===== config.mk =====
export PLATFORM = sky130hd
export DESIGN_NAME = cisl_top
export DESIGN_NICKNAME = d
export VERILOG_FILES = /design/src/pkg/cisl_pkg.sv /design/src/verilog/cisl_top.sv /design/src/verilog/cisl_rx_sync.sv /design/src/verilog/cisl_error_state.sv
export SDC_FILE = /design/constraint.sdc
export NUM_CORES = 1
export LEC_CHECK = 0
export ABC_AREA = 1
export BUFFER_PORTS_ARGS = -buffer_cell sky130_fd_sc_hd__buf_2
export CORE_UTILIZATION = 29
export DETAILED_ROUTE_END_ITERATION = 12
export PLACE_DENSITY_LB_ADDON = 0.05
export SYNTH_ARGS = -nofsm -noshare
export SYNTH_HDL_FRONTEND = slang
export SYNTH_SLANG_ARGS = --single-unit

===== constraint.sdc =====
create_clock -name I_CORE_CLK -period 2.2 [get_ports I_CORE_CLK]
set_clock_uncertainty 0.05 [all_clocks]
set_input_delay 0.44 -clock I_CORE_CLK [delete_from_list [all_inputs] [get_ports I_CORE_CLK]]
set_output_delay 0.44 -clock I_CORE_CLK [all_outputs]
set_load 0.01 [all_outputs]

===== src/pkg/cisl_pkg.sv =====
package cisl_pkg;

  // ****************************************
  // Register offsets, byte addresses
  // ****************************************
  localparam logic [7:0] ADDR_MODE = 8'h00;
  localparam logic [7:0] ADDR_IRQ_SET = 8'h04;
  localparam logic [7:0] ADDR_IRQ_CLR = 8'h08;
  localparam logic [7:0] ADDR_IRQ_STATE = 8'h0c;
  localparam logic [7:0] ADDR_STATUS = 8'h10;

  // ****************************************
  // Mode register fields
  // ****************************************
  localparam int MODE_LPM_BIT = 1;
  localparam int MODE_EDGE_BIT = 4;
  localparam int MODE_SYNC_LSB = 24;
  localparam int MODE_SYNC_MSB = 25;

  // ****************************************
  // Shared interrupt and status layout
  // ****************************************
  localparam int ST_MB_LSB = 0;
  localparam int ST_MB_MSB = 7;
  localparam int ST_CONF_LSB = 16;
  localparam int ST_CONF_MSB = 19;
  localparam int ST_SLEEP = 20;
  localparam int ST_WAKEUP = 21;
  localparam int ST_TIMER_ROLLOVER_FLAG = 22;
  localparam int ST_TIMESTAMP_FLAG = 23;
  localparam int ST_PROTO_LSB = 24;
  localparam int ST_PROTO_MSB = 28;
  localparam int ST_RX_BUSY_FLAG = 29;
  localparam int ST_TX_BUSY_FLAG = 30;
  localparam int ST_OVERLOAD_BUSY_FLAG = 31;
  localparam logic [31:0] IRQ_VALID_BITS = 32'h1fff00ff;
  localparam logic [31:0] MASK_RESET = 32'h00000000;
  localparam logic [31:0] STICKY_BITS = 32'h1fc00000;

  // ****************************************
  // Fault confinement limits and timer
  // ****************************************
  localparam logic [8:0] WARN_LIMIT = 9'h060;
  localparam logic [8:0] PASSIVE_LIMIT = 9'h080;
  localparam logic [8:0] BUS_OFF_LIMIT = 9'h100;
  localparam logic [15:0] TIMER_TOP = 16'hffff;
  localparam logic [15:0] TIMER_ZERO = 16'h0000;

  // ****************************************
  // Types
  // ****************************************
  typedef enum logic [1:0] {
    SYNC_TWO_RISE = 2'h0,
    SYNC_RISE_FALL = 2'h1,
    SYNC_ONE_RISE = 2'h2,
    SYNC_BYPASS = 2'h3
  } cisl_sync_type;

  typedef struct packed {
    logic bit_error_flag;
    logic form_error_flag;
    logic ack_error_flag;
    logic stuffing_error_flag;
    logic crc_error_flag;
  } cisl_proto_type;

  typedef struct packed {
    logic bus_off_flag;
    logic error_passive_flag;
    logic warning_flag;
    logic error_active_flag;
  } cisl_conf_type;

endpackage


===== src/verilog/cisl_top.sv =====
`timescale 1ns/1ps
// Summary of operation
// - Stage select picks two, mixed, one, none
// - Stage select is write only, reads zero
// - Enable write of one sets mask bit
// - Disable write of one clears mask bit
// - Mask read shows enabled sources as one
// - Mailboxes, states, errors share one layout
// - Busy bits 31 to 29, status only
// - Mailbox event follows ready or abort
// - Error active unless passive or bus off
// - Warning when either counter exceeds 96
// - Passive when either counter reaches 128
// - Bus off when transmit count reaches 256
// - Sleep reads one during low power
// - Wakeup reads one outside low power, resynchronise
// - Timer wrap sets rollover, read clears
// - Busy bits follow receive, transmit and overload activity
// - Timestamp on chosen frame edge, read clears
// - Protocol errors sticky until status read
module cisl_top (
  // Clock and reset
  input wire logic I_CORE_CLK,
  input wire logic I_RST_N,
  // Register bus
  input wire logic I_PSEL,
  input wire logic I_PENABLE,
  input wire logic I_PWRITE,
  input wire logic [7:0] I_PADDR,
  input wire logic [31:0] I_PWDATA,
  output logic [31:0] O_PRDATA,
  output logic O_PREADY,
  output logic O_PSLVERR,
  // Receive line
  input wire logic I_CAN_RX,
  output logic O_RX_SAMPLED,
  // Mailbox flags
  input wire logic [7:0] I_MAILBOX_READY,
  input wire logic [7:0] I_MAILBOX_ABORT,
  // Error counters and protocol events
  input wire logic [8:0] I_TRANSMIT_ERROR_COUNT,
  input wire logic [7:0] I_RECEIVE_ERROR_COUNT,
  input wire cisl_pkg::cisl_proto_type I_PROTO_ERROR,
  // Frame engine state
  input wire logic I_START_OF_FRAME,
  input wire logic I_END_OF_FRAME,
  input wire logic I_RX_BUSY,
  input wire logic I_TX_BUSY,
  input wire logic I_OVERLOAD_BUSY,
  input wire logic I_LOW_POWER_ACTIVE,
  input wire logic [15:0] I_TIMER_VALUE,
  // Controls and interrupt
  output logic O_LOW_POWER_REQ,
  output logic O_FRAME_EDGE_SELECT,
  output logic O_RESYNC_REQ,
  output logic O_IRQ
);

  // ****************************************
  // Declarations
  // ****************************************
  cisl_pkg::cisl_sync_type rx_sync_stage_select;
  cisl_pkg::cisl_conf_type conf;
  logic low_power_enable;
  logic frame_edge_select;
  logic [31:0] irq_enable_state;
  logic [7:0] mailbox_event_flag;
  logic sleep_flag;
  logic low_power_q;
  logic [15:0] timer_q;
  logic timer_rollover_flag;
  logic timestamp_flag;
  cisl_pkg::cisl_proto_type proto_flag;
  logic rx_busy_flag;
  logic tx_busy_flag;
  logic overload_busy_flag;
  logic [31:0] controller_status;
  logic setup;
  logic access;
  logic addr_hit;
  logic wr_mode;
  logic wr_set;
  logic wr_clr;
  logic status_read;
  logic [31:0] read_clear;
  logic [31:0] next_prdata;
  logic timer_wrap;
  logic frame_edge;

  // ****************************************
  // Bus decode
  // ****************************************
  assign setup = I_PSEL && !I_PENABLE;
  assign access = I_PSEL && I_PENABLE;
  assign addr_hit = (I_PADDR == cisl_pkg::ADDR_MODE) || (I_PADDR == cisl_pkg::ADDR_IRQ_SET) ||
                    (I_PADDR == cisl_pkg::ADDR_IRQ_CLR) || (I_PADDR == cisl_pkg::ADDR_IRQ_STATE) ||
                    (I_PADDR == cisl_pkg::ADDR_STATUS);
  assign wr_mode = access && I_PWRITE && (I_PADDR == cisl_pkg::ADDR_MODE);
  assign wr_set = access && I_PWRITE && (I_PADDR == cisl_pkg::ADDR_IRQ_SET);
  assign wr_clr = access && I_PWRITE && (I_PADDR == cisl_pkg::ADDR_IRQ_CLR);
  assign status_read = access && !I_PWRITE && (I_PADDR == cisl_pkg::ADDR_STATUS);
  assign O_PREADY = 1'b1;
  assign O_PSLVERR = access && !addr_hit;

  // Only bits that software actually saw are cleared, so an event landing
  // between the setup and access cycles survives the read.
  assign read_clear = status_read ? (O_PRDATA & cisl_pkg::STICKY_BITS) : 32'h00000000;

  // ****************************************
  // Mode register
  // ****************************************
  always_ff @(posedge I_CORE_CLK) begin
    if (!I_RST_N) begin
      rx_sync_stage_select <= cisl_pkg::SYNC_TWO_RISE;
      low_power_enable <= 1'b0;
      frame_edge_select <= 1'b0;
    end else if (wr_mode) begin
      rx_sync_stage_select <= cisl_pkg::cisl_sync_type'(I_PWDATA[cisl_pkg::MODE_SYNC_MSB:cisl_pkg::MODE_SYNC_LSB]);
      low_power_enable <= I_PWDATA[cisl_pkg::MODE_LPM_BIT];
      frame_edge_select <= I_PWDATA[cisl_pkg::MODE_EDGE_BIT];
    end
  end

  assign O_LOW_POWER_REQ = low_power_enable;
  assign O_FRAME_EDGE_SELECT = frame_edge_select;

  // ****************************************
  // Interrupt mask
  // ****************************************
  always_ff @(posedge I_CORE_CLK) begin
    if (!I_RST_N) begin
      irq_enable_state <= cisl_pkg::MASK_RESET;
    end else if (wr_set) begin
      irq_enable_state <= irq_enable_state | (I_PWDATA & cisl_pkg::IRQ_VALID_BITS);
    end else if (wr_clr) begin
      irq_enable_state <= irq_enable_state & ~(I_PWDATA & cisl_pkg::IRQ_VALID_BITS);
    end
  end

  // ****************************************
  // Event sources
  // ****************************************
  generate
    for (genvar mb = 0; mb < 8; mb++) begin : g_mailbox
      always_ff @(posedge I_CORE_CLK) begin
        if (!I_RST_N) begin
          mailbox_event_flag[mb] <= 1'b0;
        end else begin
          mailbox_event_flag[mb] <= I_MAILBOX_READY[mb] || I_MAILBOX_ABORT[mb];
        end
      end
    end
  endgenerate

  assign timer_wrap = (timer_q == cisl_pkg::TIMER_TOP) && (I_TIMER_VALUE == cisl_pkg::TIMER_ZERO);
  assign frame_edge = frame_edge_select ? I_END_OF_FRAME : I_START_OF_FRAME;

  always_ff @(posedge I_CORE_CLK) begin
    if (!I_RST_N) begin
      timer_q <= cisl_pkg::TIMER_ZERO;
      timer_rollover_flag <= 1'b0;
      timestamp_flag <= 1'b0;
      proto_flag <= 5'h00;
    end else begin
      timer_q <= I_TIMER_VALUE;
      timer_rollover_flag <= (timer_rollover_flag && !read_clear[cisl_pkg::ST_TIMER_ROLLOVER_FLAG]) || timer_wrap;
      timestamp_flag <= (timestamp_flag && !read_clear[cisl_pkg::ST_TIMESTAMP_FLAG]) || frame_edge;
      proto_flag <= (proto_flag & ~read_clear[cisl_pkg::ST_PROTO_MSB:cisl_pkg::ST_PROTO_LSB]) |
                    I_PROTO_ERROR;
    end
  end

  always_ff @(posedge I_CORE_CLK) begin
    if (!I_RST_N) begin
      sleep_flag <= 1'b0;
      low_power_q <= 1'b0;
      O_RESYNC_REQ <= 1'b0;
    end else begin
      sleep_flag <= I_LOW_POWER_ACTIVE;
      low_power_q <= I_LOW_POWER_ACTIVE;
      O_RESYNC_REQ <= low_power_q && !I_LOW_POWER_ACTIVE;
    end
  end

  always_ff @(posedge I_CORE_CLK) begin
    if (!I_RST_N) begin
      rx_busy_flag <= 1'b0;
      tx_busy_flag <= 1'b0;
      overload_busy_flag <= 1'b0;
    end else begin
      rx_busy_flag <= I_RX_BUSY;
      tx_busy_flag <= I_TX_BUSY;
      overload_busy_flag <= I_OVERLOAD_BUSY;
    end
  end

  cisl_error_state u_error_state (
    .i_clk(I_CORE_CLK),
    .i_rst_n(I_RST_N),
    .i_tec(I_TRANSMIT_ERROR_COUNT),
    .i_rec(I_RECEIVE_ERROR_COUNT),
    .o_conf(conf)
  );

  cisl_rx_sync u_rx_sync (
    .i_clk(I_CORE_CLK),
    .i_rst_n(I_RST_N),
    .i_rx(I_CAN_RX),
    .i_sel(rx_sync_stage_select),
    .o_rx(O_RX_SAMPLED)
  );

  // ****************************************
  // Status word and read data
  // ****************************************
  always_comb begin
    controller_status = 32'h00000000;
    controller_status[cisl_pkg::ST_MB_MSB:cisl_pkg::ST_MB_LSB] = mailbox_event_flag;
    controller_status[cisl_pkg::ST_CONF_MSB:cisl_pkg::ST_CONF_LSB] = conf;
    controller_status[cisl_pkg::ST_SLEEP] = sleep_flag;
    controller_status[cisl_pkg::ST_WAKEUP] = !sleep_flag;
    controller_status[cisl_pkg::ST_TIMER_ROLLOVER_FLAG] = timer_rollover_flag;
    controller_status[cisl_pkg::ST_TIMESTAMP_FLAG] = timestamp_flag;
    controller_status[cisl_pkg::ST_PROTO_MSB:cisl_pkg::ST_PROTO_LSB] = proto_flag;
    controller_status[cisl_pkg::ST_RX_BUSY_FLAG] = rx_busy_flag;
    controller_status[cisl_pkg::ST_TX_BUSY_FLAG] = tx_busy_flag;
    controller_status[cisl_pkg::ST_OVERLOAD_BUSY_FLAG] = overload_busy_flag;
  end

  always_comb begin
    next_prdata = 32'h00000000;
    case (I_PADDR)
      cisl_pkg::ADDR_MODE: begin
        // The stage select stays hidden; it is a debug knob only.
        next_prdata[cisl_pkg::MODE_LPM_BIT] = low_power_enable;
        next_prdata[cisl_pkg::MODE_EDGE_BIT] = frame_edge_select;
      end
      cisl_pkg::ADDR_IRQ_STATE: next_prdata = irq_enable_state;
      cisl_pkg::ADDR_STATUS: next_prdata = controller_status;
      default: next_prdata = 32'h00000000;
    endcase
  end

  // Read data is captured in the setup cycle so the access cycle answers at once.
  always_ff @(posedge I_CORE_CLK) begin
    if (!I_RST_N) begin
      O_PRDATA <= 32'h00000000;
    end else if (setup && !I_PWRITE) begin
      O_PRDATA <= next_prdata;
    end
  end

  always_ff @(posedge I_CORE_CLK) begin
    if (!I_RST_N) begin
      O_IRQ <= 1'b0;
    end else begin
      O_IRQ <= |(controller_status & irq_enable_state);
    end
  end
endmodule


===== src/verilog/cisl_rx_sync.sv =====
`timescale 1ns/1ps
module cisl_rx_sync (
  // Clock and reset
  input wire logic i_clk,
  input wire logic i_rst_n,
  // Receive line and stage choice
  input wire logic i_rx,
  input wire cisl_pkg::cisl_sync_type i_sel,
  // Sampled line
  output logic o_rx
);

  logic two_a;
  logic two_b;
  logic mix_a;
  logic mix_b;
  logic one_a;

  // The line idles recessive, so every stage resets high.
  always_ff @(posedge i_clk) begin
    if (!i_rst_n) begin
      two_a <= 1'b1;
      two_b <= 1'b1;
      mix_a <= 1'b1;
      one_a <= 1'b1;
    end else begin
      two_a <= i_rx;
      two_b <= two_a;
      mix_a <= i_rx;
      one_a <= i_rx;
    end
  end

  // Half a cycle of latency is traded for a shorter settling margin.
  always_ff @(negedge i_clk) begin
    if (!i_rst_n) begin
      mix_b <= 1'b1;
    end else begin
      mix_b <= mix_a;
    end
  end

  always_comb begin
    case (i_sel)
      cisl_pkg::SYNC_TWO_RISE: o_rx = two_b;
      cisl_pkg::SYNC_RISE_FALL: o_rx = mix_b;
      cisl_pkg::SYNC_ONE_RISE: o_rx = one_a;
      default: o_rx = i_rx;
    endcase
  end

endmodule


===== src/verilog/cisl_error_state.sv =====
`timescale 1ns/1ps
module cisl_error_state (
  // Clock and reset
  input wire logic i_clk,
  input wire logic i_rst_n,
  // Error counters
  input wire logic [8:0] i_tec,
  input wire logic [7:0] i_rec,
  // Confinement state
  output cisl_pkg::cisl_conf_type o_conf
);

  logic [8:0] rec_wide;
  cisl_pkg::cisl_conf_type next_conf;

  assign rec_wide = {1'b0, i_rec};

  always_comb begin
    next_conf.warning_flag = (i_tec > cisl_pkg::WARN_LIMIT) || (rec_wide > cisl_pkg::WARN_LIMIT);
    next_conf.error_passive_flag = (i_tec >= cisl_pkg::PASSIVE_LIMIT) ||
                                   (rec_wide >= cisl_pkg::PASSIVE_LIMIT);
    next_conf.bus_off_flag = i_tec >= cisl_pkg::BUS_OFF_LIMIT;
    next_conf.error_active_flag = !(next_conf.error_passive_flag || next_conf.bus_off_flag);
  end

  // Levels follow the counters, so nothing here is sticky.
  always_ff @(posedge i_clk) begin
    if (!i_rst_n) begin
      o_conf <= 4'h1;
    end else begin
      o_conf <= next_conf;
    end
  end

endmodule


**Word level (Yosys, flattened, before mapping)**

Index checks and enable logic that the tools add are counted.

- Mux-type cells: 11
- Eq/ne operators: 7
- Bitwise operators: 7
- Reductions and logical operators: 44
- Order comparisons: 5

Operators with widths:

| operator | number |
|---|---|
| $and 32x32->32 | 2 |
| $mux 32 | 2 |
| $pmux 27 s2 | 1 |
| $not 29->32 | 1 |
| $or 32x29->32 | 1 |
| $reduce_or 32->1 | 1 |
| $mux 29 | 1 |
| $logic_or 1x1->1 | 17 |
| $eq 16x16->1 const B | 1 |
| $eq 8x4->1 const B | 2 |
| $logic_not 16->1 | 1 |
| $logic_and 1x1->1 | 14 |
| $ge 9x8->1 const B | 1 |
| $ge 9x9->1 const B | 1 |
| $gt 9x7->1 const B | 1 |
| $pmux 1 s3 | 3 |
| $eq 8x3->1 const B | 1 |
| $eq 8x5->1 const B | 1 |
| $ge 8x8->1 const B | 1 |
| $gt 8x7->1 const B | 1 |
| $logic_not 1->1 | 8 |
| $logic_not 8->1 | 1 |
| $and 5x5->5 | 1 |
| $not 5->5 | 1 |
| other kinds (8) | 9 |

- Bits in registers: 112
- Bits of input ports: 106

**Longest topological paths before layout**

Gate-level depths: netlist of the first run.

- Word-level depth: 7
- Mapped depth: 8

**By module**

A second synthesis of the first run with hierarchy kept.

- Cells, all modules: 559
- Area, all modules: 4,096.4 um^2

Modules (own cells, without submodules):

| module | cells each | sequential area each (um^2) | times used | area each (um^2) |
|---|---|---|---|---|
| cisl_top | 514 | 1,721.7 | 1 | 3,792.4 |
| cisl_error_state | 26 | 80.1 | 1 | 181.4 |
| cisl_rx_sync | 19 | 60.1 | 1 | 122.6 |

==> results of run 1 <==
==> layout by cell type (no fill, tap or decap), types with 6 or more instances in the layout <==
cell	synthesis	final
buf_2	2	124
nand2_1	121	121
dfxtp_1	93	93
inv_1	91	91
nor2_1	47	47
a21oi_1	37	37
nand3_1	37	37
o21a_1	19	19
o21ai_1	16	16
o21ai_0	13	13
o211ai_2	11	11
conb_1	2	9
clkbuf_16	0	9
o211ai_1	8	8
buf_4	18	8
nor3_1	6	6
nand4_1	6	6
==> worst paths after layout <==
kind                                         start               to  slack (ps)  cells past startpoint
worst max-delay path               u_rx_sync.mix_b     O_RX_SAMPLED        -420                      3
worst min-delay path            I_LOW_POWER_ACTIVE     O_RESYNC_REQ         230                      2
worst max register to register     u_rx_sync.two_a  u_rx_sync.mix_b         570                      2
worst min register to register        tx_busy_flag     O_PRDATA[30]         390                      2
==> Yosys cell counts (all sizes together) <==
library cell | number | area, um2
nand2 | 123 | 472
dfxtp | 93 | 1860
inv | 91 | 342
nor2 | 50 | 200
nand3 | 38 | 195
a21oi | 37 | 185
o21ai | 29 | 145
buf | 21 | 156
o211ai | 19 | 198
o21a | 19 | 143
clkbuf | 13 | 51.3
nor3 | 9 | 60.1
nand4 | 6 | 37.5
conb | 2 | 7.51
mux2i | 2 | 20.0
a22o | 1 | 8.76
or2 | 1 | 6.26
==> kinds of logic (layout without fill, tap and decap cells) <==
group	Yosys count	count (layout)
buffers and inverters	125	238
AOI/OAI and AO/OA	105	105
other	2	9
and+or+nand+nor	227	227
muxes	2	2
DFF	93	93
==> power by group through the flow <==
stage / combinational [mW] / clock, mW / sequential (mW)
6_report: 0.320 / 1.53 / 1.78
5_1_grt: 0.364 / 1.67 / 1.79
4_1_cts: 0.326 / 1.59 / 1.78
3_5_place_dp: 0.325 / 0.00569 / 1.82
3_3_place_gp: 0.322 / 0.00569 / 1.82
2_1_floorplan: 0.168 / 0.00569 / 1.82
==> critical path: cells and delay by family (launching register included) <==
kind | cells | cell delay (ps)
buffers and inverters | 1 | 150
AOI/OAI and AO/OA | 1 | 130
muxes | 1 | 60
DFF | 1 | 290
==> routing by layer <==
metal  vias to the layer above  track usage, %
li1                       1961               -
met1                      1677            20.5
met2                        74            26.8
met3                        10            3.25
met4                         0            8.02
met5                         -               0
==> through the flow <==
step,std cells,TNS (ps)
6_report,854,-417
5_1_grt,854,-480
4_1_cts,854,-426
3_5_place_dp,840,-8.38
3_3_place_gp,840,-25.5
2_1_floorplan,561,0
==> final cells by class <==
cell class,instances,area (um2),share of cell area (%)
clock buffers,12,246,4.81
clock inverters,3,38.8,0.756
inverters,90,338,6.59
multi-input cells,343,1720,33.5
flip-flops and latches,93,1860,36.3
well taps,180,225,4.39
repair buffers,133,701,13.7
==> metrics.md, run 1 <==
| Metric | Value |
|---|---|
| Status | complete, but fails checks |
| Failing checks | negative setup slack |
| Fillers | ~1500 |
| Critical Path RT | 1710 ps |
| CP peak stage delay | about 290 ps |
| Crit-path max FO | 1 |
| First-pass GRT wire length | between 15000 and 20000 um |
| Adder-Cell Fraction of Synth Area | 0% |
| Sw Ratio | 23.1% |
| Hold WS | around 230 ps |
| RSZ-0062 raised after global routing | yes |
| Clock Path Buffers | 2 |
| Io pins | 145 |
| Final setup margin | -417 ps |
| Power density cells | about 710 nW/um2 |
| CP startpoint kind | register |
| Met3 routed WL | about 470 um |
| Share of cells above drive strength 1 | between 20% and 30% |
| Wire length on met1 | 5270 um |
| Clk_lat worst skew | around 340 ps |
| Core Box Area | 13800 um2 |
| Grt ovf | 0 |
| Routed wire length | around 11000 um |
| Comb pwr share | 8.8% |
| Total leakage power | approximately 2.5 nW |
| Critical path's slowest cell | dfxtp_1 |
| Xor/xnor share of the synthesized area | 0% |
| Sequential area share after synthesis | a little under half |
| Initial DRC Count | ~190 |
| Crit end category | output port |
| Post-synthesis compound-gate area fraction | 16.6% |
| Finished Cell Area | between 5000 and 6000 um2 |
| Clock root buffer | clkbuf_16 |
| Vias | about 3700 |
| Max Slew Vio Count | 0 |
| Post-DR wirelength/cell | approximately 13 um |
| Rows | between 40 and 50 |
| RePlAce Congestion | roughly 0.75 |
| Die ar. | around 15000 um2 |
| Netlist cell types | 28 |
| CP Class | register to output port |
| Syn Area/Cell | ~7.4 um2 |
| P&R area growth vs syn | 25.4% |
| Arrival time of the worst setup path | around 2100 ps |
| Mux share of post-synthesis cell area | less than 1% |
| Worst hold path class | input port to register |
| Synthesized cell area | about 4000 um2 |
| Pint | 2.79 mW |
| TritonCTS Buffers | 9 |
| Post-DP HPWL | 7750 um |
| Hold buffer count at CTS | 0 |
| Placed cell areas | about 4800 um2 |
| Post-CTS setup buffers | 0 |
| Starting density of the core | a little under 30% |
| Max VDD drop | ~0.33 mV |
| Die Wd | ~120 um |
| Number of port buffers | 124 |
| CTS H-tree lvls | 3 |
| Total chip power | about 3.6 mW |
| Worst-path clk slew | about 60 ps |
| Simple-gate share of the synthesized area | about a quarter |
| Clock tree from TritonCTS | built |
| CTS sink cnt | 93 |
| Top Layer Used | met4 |
| Clock Power Share | a little over two fifths |
| Sw power | 0.839 mW |
| Initial antenna violation count | 0 |
| Setup violations, final | 1 |
| Final Net Count | ~780 |
| Total of max-cap violations | 0 |
| Die Y | about 120 um |
| Fin util | 37.1% |
| Yosys warns | 0 |
| Seq pwr share | 49.0% |
| CP cell instances | mux2i_1 -> a21oi_1 -> buf_2 |
| Routed Antenna Nets | 0 |
| GRT Resource Usage Total | between 10% and 20% |
| # DRC | 0 |
| Antenna diodes | 0 |
| PostCTS Resize Cnt | 0 |
| Vias per inst | approximately 4.4 |
| Metal2 WL | 5110 um |
| Yosys reg bits | between 90 and 100 |
| Post-Synthesis Cells | about 550 |
| Pin count of the biggest net entering global routing | 48 |
| Final hold vios | 0 |
| Largest family of logic cells by synthesized area | simple AND/OR/NAND/NOR gates |
| Number of global-route vias before repair | about 3600 |
| Setup Slack @ Placement | -8.38 ps |
| Initial DRT Pass Iterations | 4 |
Power figures use the tool's default switching activity.
==> inputs of run 2 (changes only) <==
--- a/config.mk
+++ b/config.mk
@@ -9,7 +9,6 @@
 export BUFFER_PORTS_ARGS = -buffer_cell sky130_fd_sc_hd__buf_2
 export CORE_UTILIZATION = 29
 export DETAILED_ROUTE_END_ITERATION = 12
-export PLACE_DENSITY_LB_ADDON = 0.05
 export SYNTH_ARGS = -nofsm -noshare
 export SYNTH_HDL_FRONTEND = slang
 export SYNTH_SLANG_ARGS = --single-unit
==> run 2 against run 1 <==
  * The run still ends with negative setup slack left
  * Total power grew 2.0%
  * Sequential power is essentially flat
  * Global-route usage shrank 1.2 points
  * Utilization grew 0.33 points
  * Via count shrank 0.86%
  * Wire length shrank 7.1%
  * Die area is the same
  * Clock-buffer cell count grew 1
  * Non-clock buffer count grew 2
  * Critical path depth is the same
  * Final cell count grew 0.47%
  * Critical path type unchanged
  * Critical endpoint unchanged
  * Largest cell class unchanged
  * Largest power group unchanged
==> metrics.md, run 2 (same netlist as run 1, synthesis figures left out) <==
| Metric | Value |
|---|---|
| Status | complete, but fails checks (unchanged) |
| Failing checks | negative setup slack (unchanged) |
| CP Class | register to output port (unchanged) |
| Crit end category | output port (unchanged) |
| Vias | 3690 (was 3722) |
| Most common cell after layout, fill and taps aside | buf_2 (unchanged) |
| Initial antenna violation count | 0 (unchanged) |
| First-pass GRT wire length | 16800 um (was 18000 um) |
| TritonCTS Buffers | 9 (unchanged) |
| # DRC | 0 (unchanged) |
| Antenna diodes | 0 (unchanged) |
| Final setup margin | -409 ps (was -417 ps) |
| Share of cells above drive strength 1 | 25.1% (was 24.6%) |
| Total of max-cap violations | 0 (unchanged) |
| Routed Antenna Nets | 0 (unchanged) |
| Initial DRC Count | 151 (was 188) |
| Setup_tns | -409 ps (was -417 ps) |
| Fin util | 37.4% (was 37.1%) |
| Post-DP HPWL | 7530 um (was 7750 um) |
| Initial DRT Pass Iterations | 4 (unchanged) |
| Total leakage power | 2.55 nW (was 2.52 nW) |
| Grt ovf | 0 (unchanged) |
| Arrival time of the worst setup path | 2120 ps (was 2130 ps) |
| P&R area growth vs syn | 26.5% (was 25.4%) |
| Die ar. | 14600 um2 (unchanged) |
| Clock Path Buffers | 2 (unchanged) |
| Io pins | 145 (unchanged) |
| Post-DR wirelength/cell | 12.0 um (was 12.9 um) |
| Sequential Area | 1860 um2 (unchanged) |
| Most frequent cells in the layout | 124 x buf_2, 121 x nand2_1, 93 x dfxtp_1 (unchanged) |
| Met3 routed WL | 473 um (was 469 um) |
| Actual slew at the worst max-slew pin | between 500 and 600 ps |
| RePlAce Congestion | 0.750 (was 0.751) |
| Setup Slack @ Placement | -6.30 ps (was -8.38 ps) |
| Number of global-route vias before repair | 3504 (was 3585) |
| Setup violations, final | 1 (unchanged) |
| Top Layer Used | met4 (unchanged) |
| Worst-path clk slew | 60 ps (about the same) |
| Vias per inst | 4.30 (was 4.36) |
| Starting density of the core | 29.6% (unchanged) |
| Final Net Count | 779 (was 777) |
| Max_slew headroom | approximately two thirds |
| CTS H-tree lvls | 3 (unchanged) |
| GRT Resource Usage Total | 15.2% (was 16.4%) |
| Clock root buffer | clkbuf_16 (unchanged) |
| RSZ-0062 raised after global routing | yes (unchanged) |
| Clk_lat worst skew | 340 ps (about the same) |
| Critical Path RT | 1710 ps (about the same) |
| PostCTS Resize Cnt | 0 (unchanged) |
| Crit-path max FO | 1 (unchanged) |
| Worst hold path class | input port to register (unchanged) |
| Fillers | 1498 (was 1491) |
| Rows | 43 (unchanged) |
| CP startpoint kind | register (unchanged) |
| Core Box Area | 13800 um2 (unchanged) |
| FF-to-FF setup slack | 570 ps (about the same) |
| Max VDD drop | 0.382 mV (was 0.331 mV) |
| Pin count of the biggest net entering global routing | 43 (was 48) |
| Max Slew Vio Count | 0 (unchanged) |
| Power density cells | 716 nW/um2 (was 708 nW/um2) |
| Wire length on met1 | 4860 um (was 5270 um) |
| Die Wd | 121 um (unchanged) |
| Clock tree from TritonCTS | built (unchanged) |
| CTS sink cnt | 93 (unchanged) |
| Multi-input logic area | 1720 um2 (unchanged) |
| Number of port buffers | 124 (unchanged) |
| Metal2 WL | 4830 um (was 5110 um) |
| Final hold vios | 0 (unchanged) |
| Routed wire length | 10300 um (was 11000 um) |
| Die Y | 121 um (unchanged) |
[run 2: final timing paths]
check / from / cells after the start / endpoint
worst max register to register: u_rx_sync.two_a / 2 / u_rx_sync.mix_b
worst min-delay path: I_LOW_POWER_ACTIVE / 2 / O_RESYNC_REQ
worst min register to register: tx_busy_flag / 2 / O_PRDATA[30]
worst max-delay path: u_rx_sync.mix_b / 3 / O_RX_SAMPLED
[run 2: timing repair]
| action | CTS | global route |
|---|---|---|
| setup endpoints to repair | 1 | 1 |
| hold buffers | 0 | 0 |
| pin swaps | 0 | 0 |
| buffers inserted | 0 | 0 |
[run 2: power by group]
| group | internal, mW | leakage, nW | switching (mW) |
|---|---|---|---|
| sequential | 1.75 | 0.764 | 0.0307 |
| clock | 0.975 | 0.159 | 0.630 |
| combinational | 0.143 | 1.63 | 0.176 |
[run 2: final cells by class]
type	count	area share [%]
inverters	90	6.53
well taps	180	4.35
clock inverters	4	0.895
repair buffers	135	13.8
multi-input cells	343	33.2
clock buffers	13	5.22
flip-flops and latches	93	36.0
[run 2: critical path, cell delays in order (launching register included)]
cell and delay, ps:
dfxtp_1 290, mux2i_1 60, a21oi_1 130, buf_2 150
[run 2: through the flow]
step | total power, mW | area, um2 | hold slack (ps) | std cells
2_1_floorplan | 1.99 | 4120 | 352 | 561
3_3_place_gp | 2.14 | 4860 | 380 | 842
3_5_place_dp | 2.15 | 4860 | 389 | 842
4_1_cts | 3.75 | 5170 | 212 | 858
5_1_grt | 3.87 | 5170 | 224 | 858
6_report | 3.70 | 5170 | 227 | 858
[run 2: per-layer routing]
layer / up-vias / track usage (%)
li1: 1972 / -
met2: 92 / 25.9
met3: 7 / 3.96
met5: - / 0
met4: 0 / 5.09
met1: 1619 / 18.4
==> inputs of run 3 (changes only) <==
--- a/config.mk
+++ b/config.mk
@@ -5,10 +5,10 @@
 export SDC_FILE = /design/constraint.sdc
 export NUM_CORES = 1
 export LEC_CHECK = 0
-export ABC_AREA = 1
 export BUFFER_PORTS_ARGS = -buffer_cell sky130_fd_sc_hd__buf_2
 export CORE_UTILIZATION = 29
 export DETAILED_ROUTE_END_ITERATION = 12
+export PLACE_DENSITY = 0.57
 export SYNTH_ARGS = -nofsm -noshare
 export SYNTH_HDL_FRONTEND = slang
 export SYNTH_SLANG_ARGS = --single-unit
==> run 3 against run 2 <==
  * The flow still finishes with violations (negative setup slack)
  * Critical endpoint unchanged
  * Via count decreased by 11%
  * Largest cell class unchanged
  * Utilization grew 2.0 points
  * Worst hold slack got worse by 9.3 ps
  * Highest routed layer unchanged
  * Wire length decreased by 2.0%
==> metrics.md, run 3 <==
| Metric | Value |
|---|---|
| Fillers | 1308 (was 1498) |
| Leading area contributor after synthesis | dfxtp_1 (unchanged) |
| CP cell instances | mux4_2 -> buf_2 (was mux2i_1 -> a21oi_1 -> buf_2) |
| Status | complete, but fails checks (unchanged) |
| Vias per inst | 4.79 (was 4.30) |
| Top post-synthesis cells by count | 93 x dfxtp_1, 51 x nand2_1, 26 x mux2i_1 (was 121 x nand2_1, 93 x dfxtp_1, 91 x inv_1) |
| PostCTS Resize Cnt | 0 (unchanged) |
| First-pass GRT wire length | 15900 um (was 16800 um) |
| GRT Resource Usage Total | 16.2% (was 15.2%) |
| P&R area growth vs syn | 30.9% (was 26.5%) |
| Seq pwr share | 46.6% (was 48.1%) |
| Sw power | 0.824 mW (was 0.836 mW) |
| Clock tree from TritonCTS | built (unchanged) |
| Comb pwr share | 7.1% (was 8.6%) |
| Setup Slack @ Placement | -243 ps (was -6.30 ps) |
| Post-DR wirelength/cell | 14.8 um (was 12.0 um) |
| Die Y | 115 um (was 121 um) |
| Starting density of the core | 30.1% (was 29.6%) |
| Async SR Flop Fraction | 0% (unchanged) |
| # DRC | 0 (unchanged) |
| Vias | 3266 (was 3690) |
| Total of max-cap violations | 0 (unchanged) |
| Initial DRT Pass Iterations | 5 (was 4) |
| Critical path's slowest cell | mux4_2 (was dfxtp_1) |
| Post-Synthesis Cells | 388 (was 554) |
| Die ar. | 13100 um2 (was 14600 um2) |
| Clock root buffer | clkbuf_16 (unchanged) |
| Clk_lat worst skew | 340 ps (about the same) |
| CTS sink cnt | 93 (unchanged) |
| Final Net Count | 615 (was 779) |
| Failing checks | negative setup slack (unchanged) |
| Sequential area share after synthesis | 50.6% (was 45.5%) |
| Initial DRC Count | 175 (was 151) |
| Clock Power Share | 46.3% (was 43.3%) |
| Clock Path Buffers | 2 (unchanged) |
| Finished Cell Area | 4820 um2 (was 5170 um2) |
| Hold buffer count at CTS | 0 (unchanged) |
| Syn Area/Cell | 9.48 um2 (was 7.38 um2) |
| Most common cell after layout, fill and taps aside | buf_2 (unchanged) |
| Routed Antenna Nets | 0 (unchanged) |
| Routed wire length | 10100 um (was 10300 um) |
| Post-synth EDFFs | 0 (unchanged) |
| Most common cell in the netlist | dfxtp_1 (was nand2_1) |
| Crit path max-delay family | multiplexers (was flip-flops) |
| Proportion of netlist area held by the largest area contributor | 50.6% (was 45.5%) |
| Netlist cell types | 41 (was 28) |
| FF-to-FF setup slack | 540 ps (was 570 ps) |
| Multi-input logic area | 1660 um2 (was 1720 um2) |
| Synthesized cell area | 3680 um2 (was 4090 um2) |
| Total leakage power | 2.21 nW (was 2.55 nW) |
| RePlAce Congestion | 0.759 (was 0.750) |
| CP startpoint kind | register (unchanged) |
| Fin util | 39.4% (was 37.4%) |
| Pin count of the biggest net entering global routing | 53 (was 43) |
| Final setup margin | -641 ps (was -409 ps) |
| Final hold vios | 0 (unchanged) |
| Grt ovf | 0 (unchanged) |
| CP peak stage delay | 430 ps (was 290 ps) |
| Sequential Area | 1860 um2 (unchanged) |
| Io pins | 145 (unchanged) |
| Hold WS | 218 ps (was 227 ps) |
| Total chip power | 3.81 mW (was 3.70 mW) |
| Share of cells above drive strength 1 | 31.5% (was 25.1%) |
| Antenna diodes | 0 (unchanged) |
| Most frequent cells in the layout | 124 x buf_2, 93 x dfxtp_1, 51 x nand2_1 (was 124 x buf_2, 121 x nand2_1, 93 x dfxtp_1) |
| Critical Path RT | 1710 ps (about the same) |
| Actual slew at the worst max-slew pin | 751 ps (was 512 ps) |
| Max VDD drop | 0.454 mV (was 0.382 mV) |
| Worst hold path class | input port to register (unchanged) |
| Pint | 2.99 mW (was 2.87 mW) |
| Power density cells | 791 nW/um2 (was 716 nW/um2) |
| Initial antenna violation count | 0 (unchanged) |
| Top FF cell, synth | dfxtp_1 (unchanged) |
| Core Box Area | 12200 um2 (was 13800 um2) |
| Max_slew headroom | 49.9% (was 65.8%) |
| CP Class | register to output port (unchanged) |
| Post-DP HPWL | 7450 um (was 7530 um) |
| Crit-path max FO | 1 (unchanged) |
| CTS H-tree lvls | 3 (unchanged) |
| Rows | 40 (was 43) |
| RSZ-0062 raised after global routing | yes (unchanged) |
| Number of global-route vias before repair | 3190 (was 3504) |
| Die Wd | 115 um (was 121 um) |
| Max Slew Vio Count | 0 (unchanged) |
| Top cells by area, synth | dfxtp_1 51%, mux2i_1 7.1%, nand2_1 5.2%, a221oi_1 4.5%, and2_1 3.7% (was dfxtp_1 46%, nand2_1 11%, inv_1 8.4%, a21oi_1 4.5%, nand3_1 4.5%) |
| Yosys warns | 0 (unchanged) |
| Placed cell areas | 4480 um2 (was 4860 um2) |
| Number of port buffers | 124 (unchanged) |
| Sw Ratio | 21.6% (was 22.6%) |
| Crit end category | output port (unchanged) |
| Yosys reg bits | 93 (unchanged) |
| Setup violations, final | 1 (unchanged) |
| Buf+Inv Stages, Crit Path | 1 (unchanged) |
| TritonCTS Buffers | 9 (unchanged) |
| Worst-path clk slew | 60 ps (about the same) |
| Arrival time of the worst setup path | 2350 ps (was 2120 ps) |
-- run 3: area by class of cell --
class	instances	area share (%)
clock buffer	10	4.75
sequential	93	38.7
multi-input combinational	260	34.5
inverter	8	0.624
clock inverter	7	2.39
timing repair buffer	136	14.8
tap	168	4.36
-- run 3: kinds of logic after synthesis --
group / share of synthesized area (%)
DFF: 50.6
other: 0.204
xor gates and xnor gates: 0.238
and+or+nand+nor: 19.7
muxes: 8.60
buffers and inverters: 5.58
AOI/OAI and AO/OA: 15.1
-- run 3: final timing paths --
| path | from | to | cells past startpoint |
|---|---|---|---|
| worst min register to register | u_rx_sync.two_a | u_rx_sync.two_b | 1 |
| worst min-delay path | I_LOW_POWER_ACTIVE | O_RESYNC_REQ | 2 |
| worst max register to register | u_rx_sync.two_a | u_rx_sync.mix_b | 1 |
| worst max-delay path | u_rx_sync.mix_b | O_RX_SAMPLED | 2 |
-- run 3: power groups by stage --
| stage | Clock (mW) | Combinational [mW] | Sequential [mW] |
|---|---|---|---|
| after floorplan | 0.00569 | 0.125 | 1.81 |
| after global placement | 0.00569 | 0.268 | 1.81 |
| after detailed placement | 0.00569 | 0.273 | 1.81 |
| after CTS | 1.81 | 0.275 | 1.78 |
| after global routing | 1.88 | 0.306 | 1.78 |
| final | 1.76 | 0.271 | 1.78 |
-- run 3: through the flow --
step	cells	TNS, ps
global placement	666	-353
global route	682	-701
detailed placement	666	-364
floorplan	395	-134
CTS	682	-663
finish	682	-641
-- run 3: metal layers --
layer / GRT usage [%] / vias to the layer above / share of wire (%)
li1: - / 1592 / -
met1: 19.7 / 1545 / 45
met2: 26.9 / 116 / 48
met3: 4.76 / 13 / 5.7
met4: 6.06 / 0 / 1.8
met5: 0 / - / 0
-- run 3: what timing repair did --
item                                   CTS  global route
endpoints found under the hold margin    0             0
setup endpoints to repair                1             1
buffers inserted                         0             0
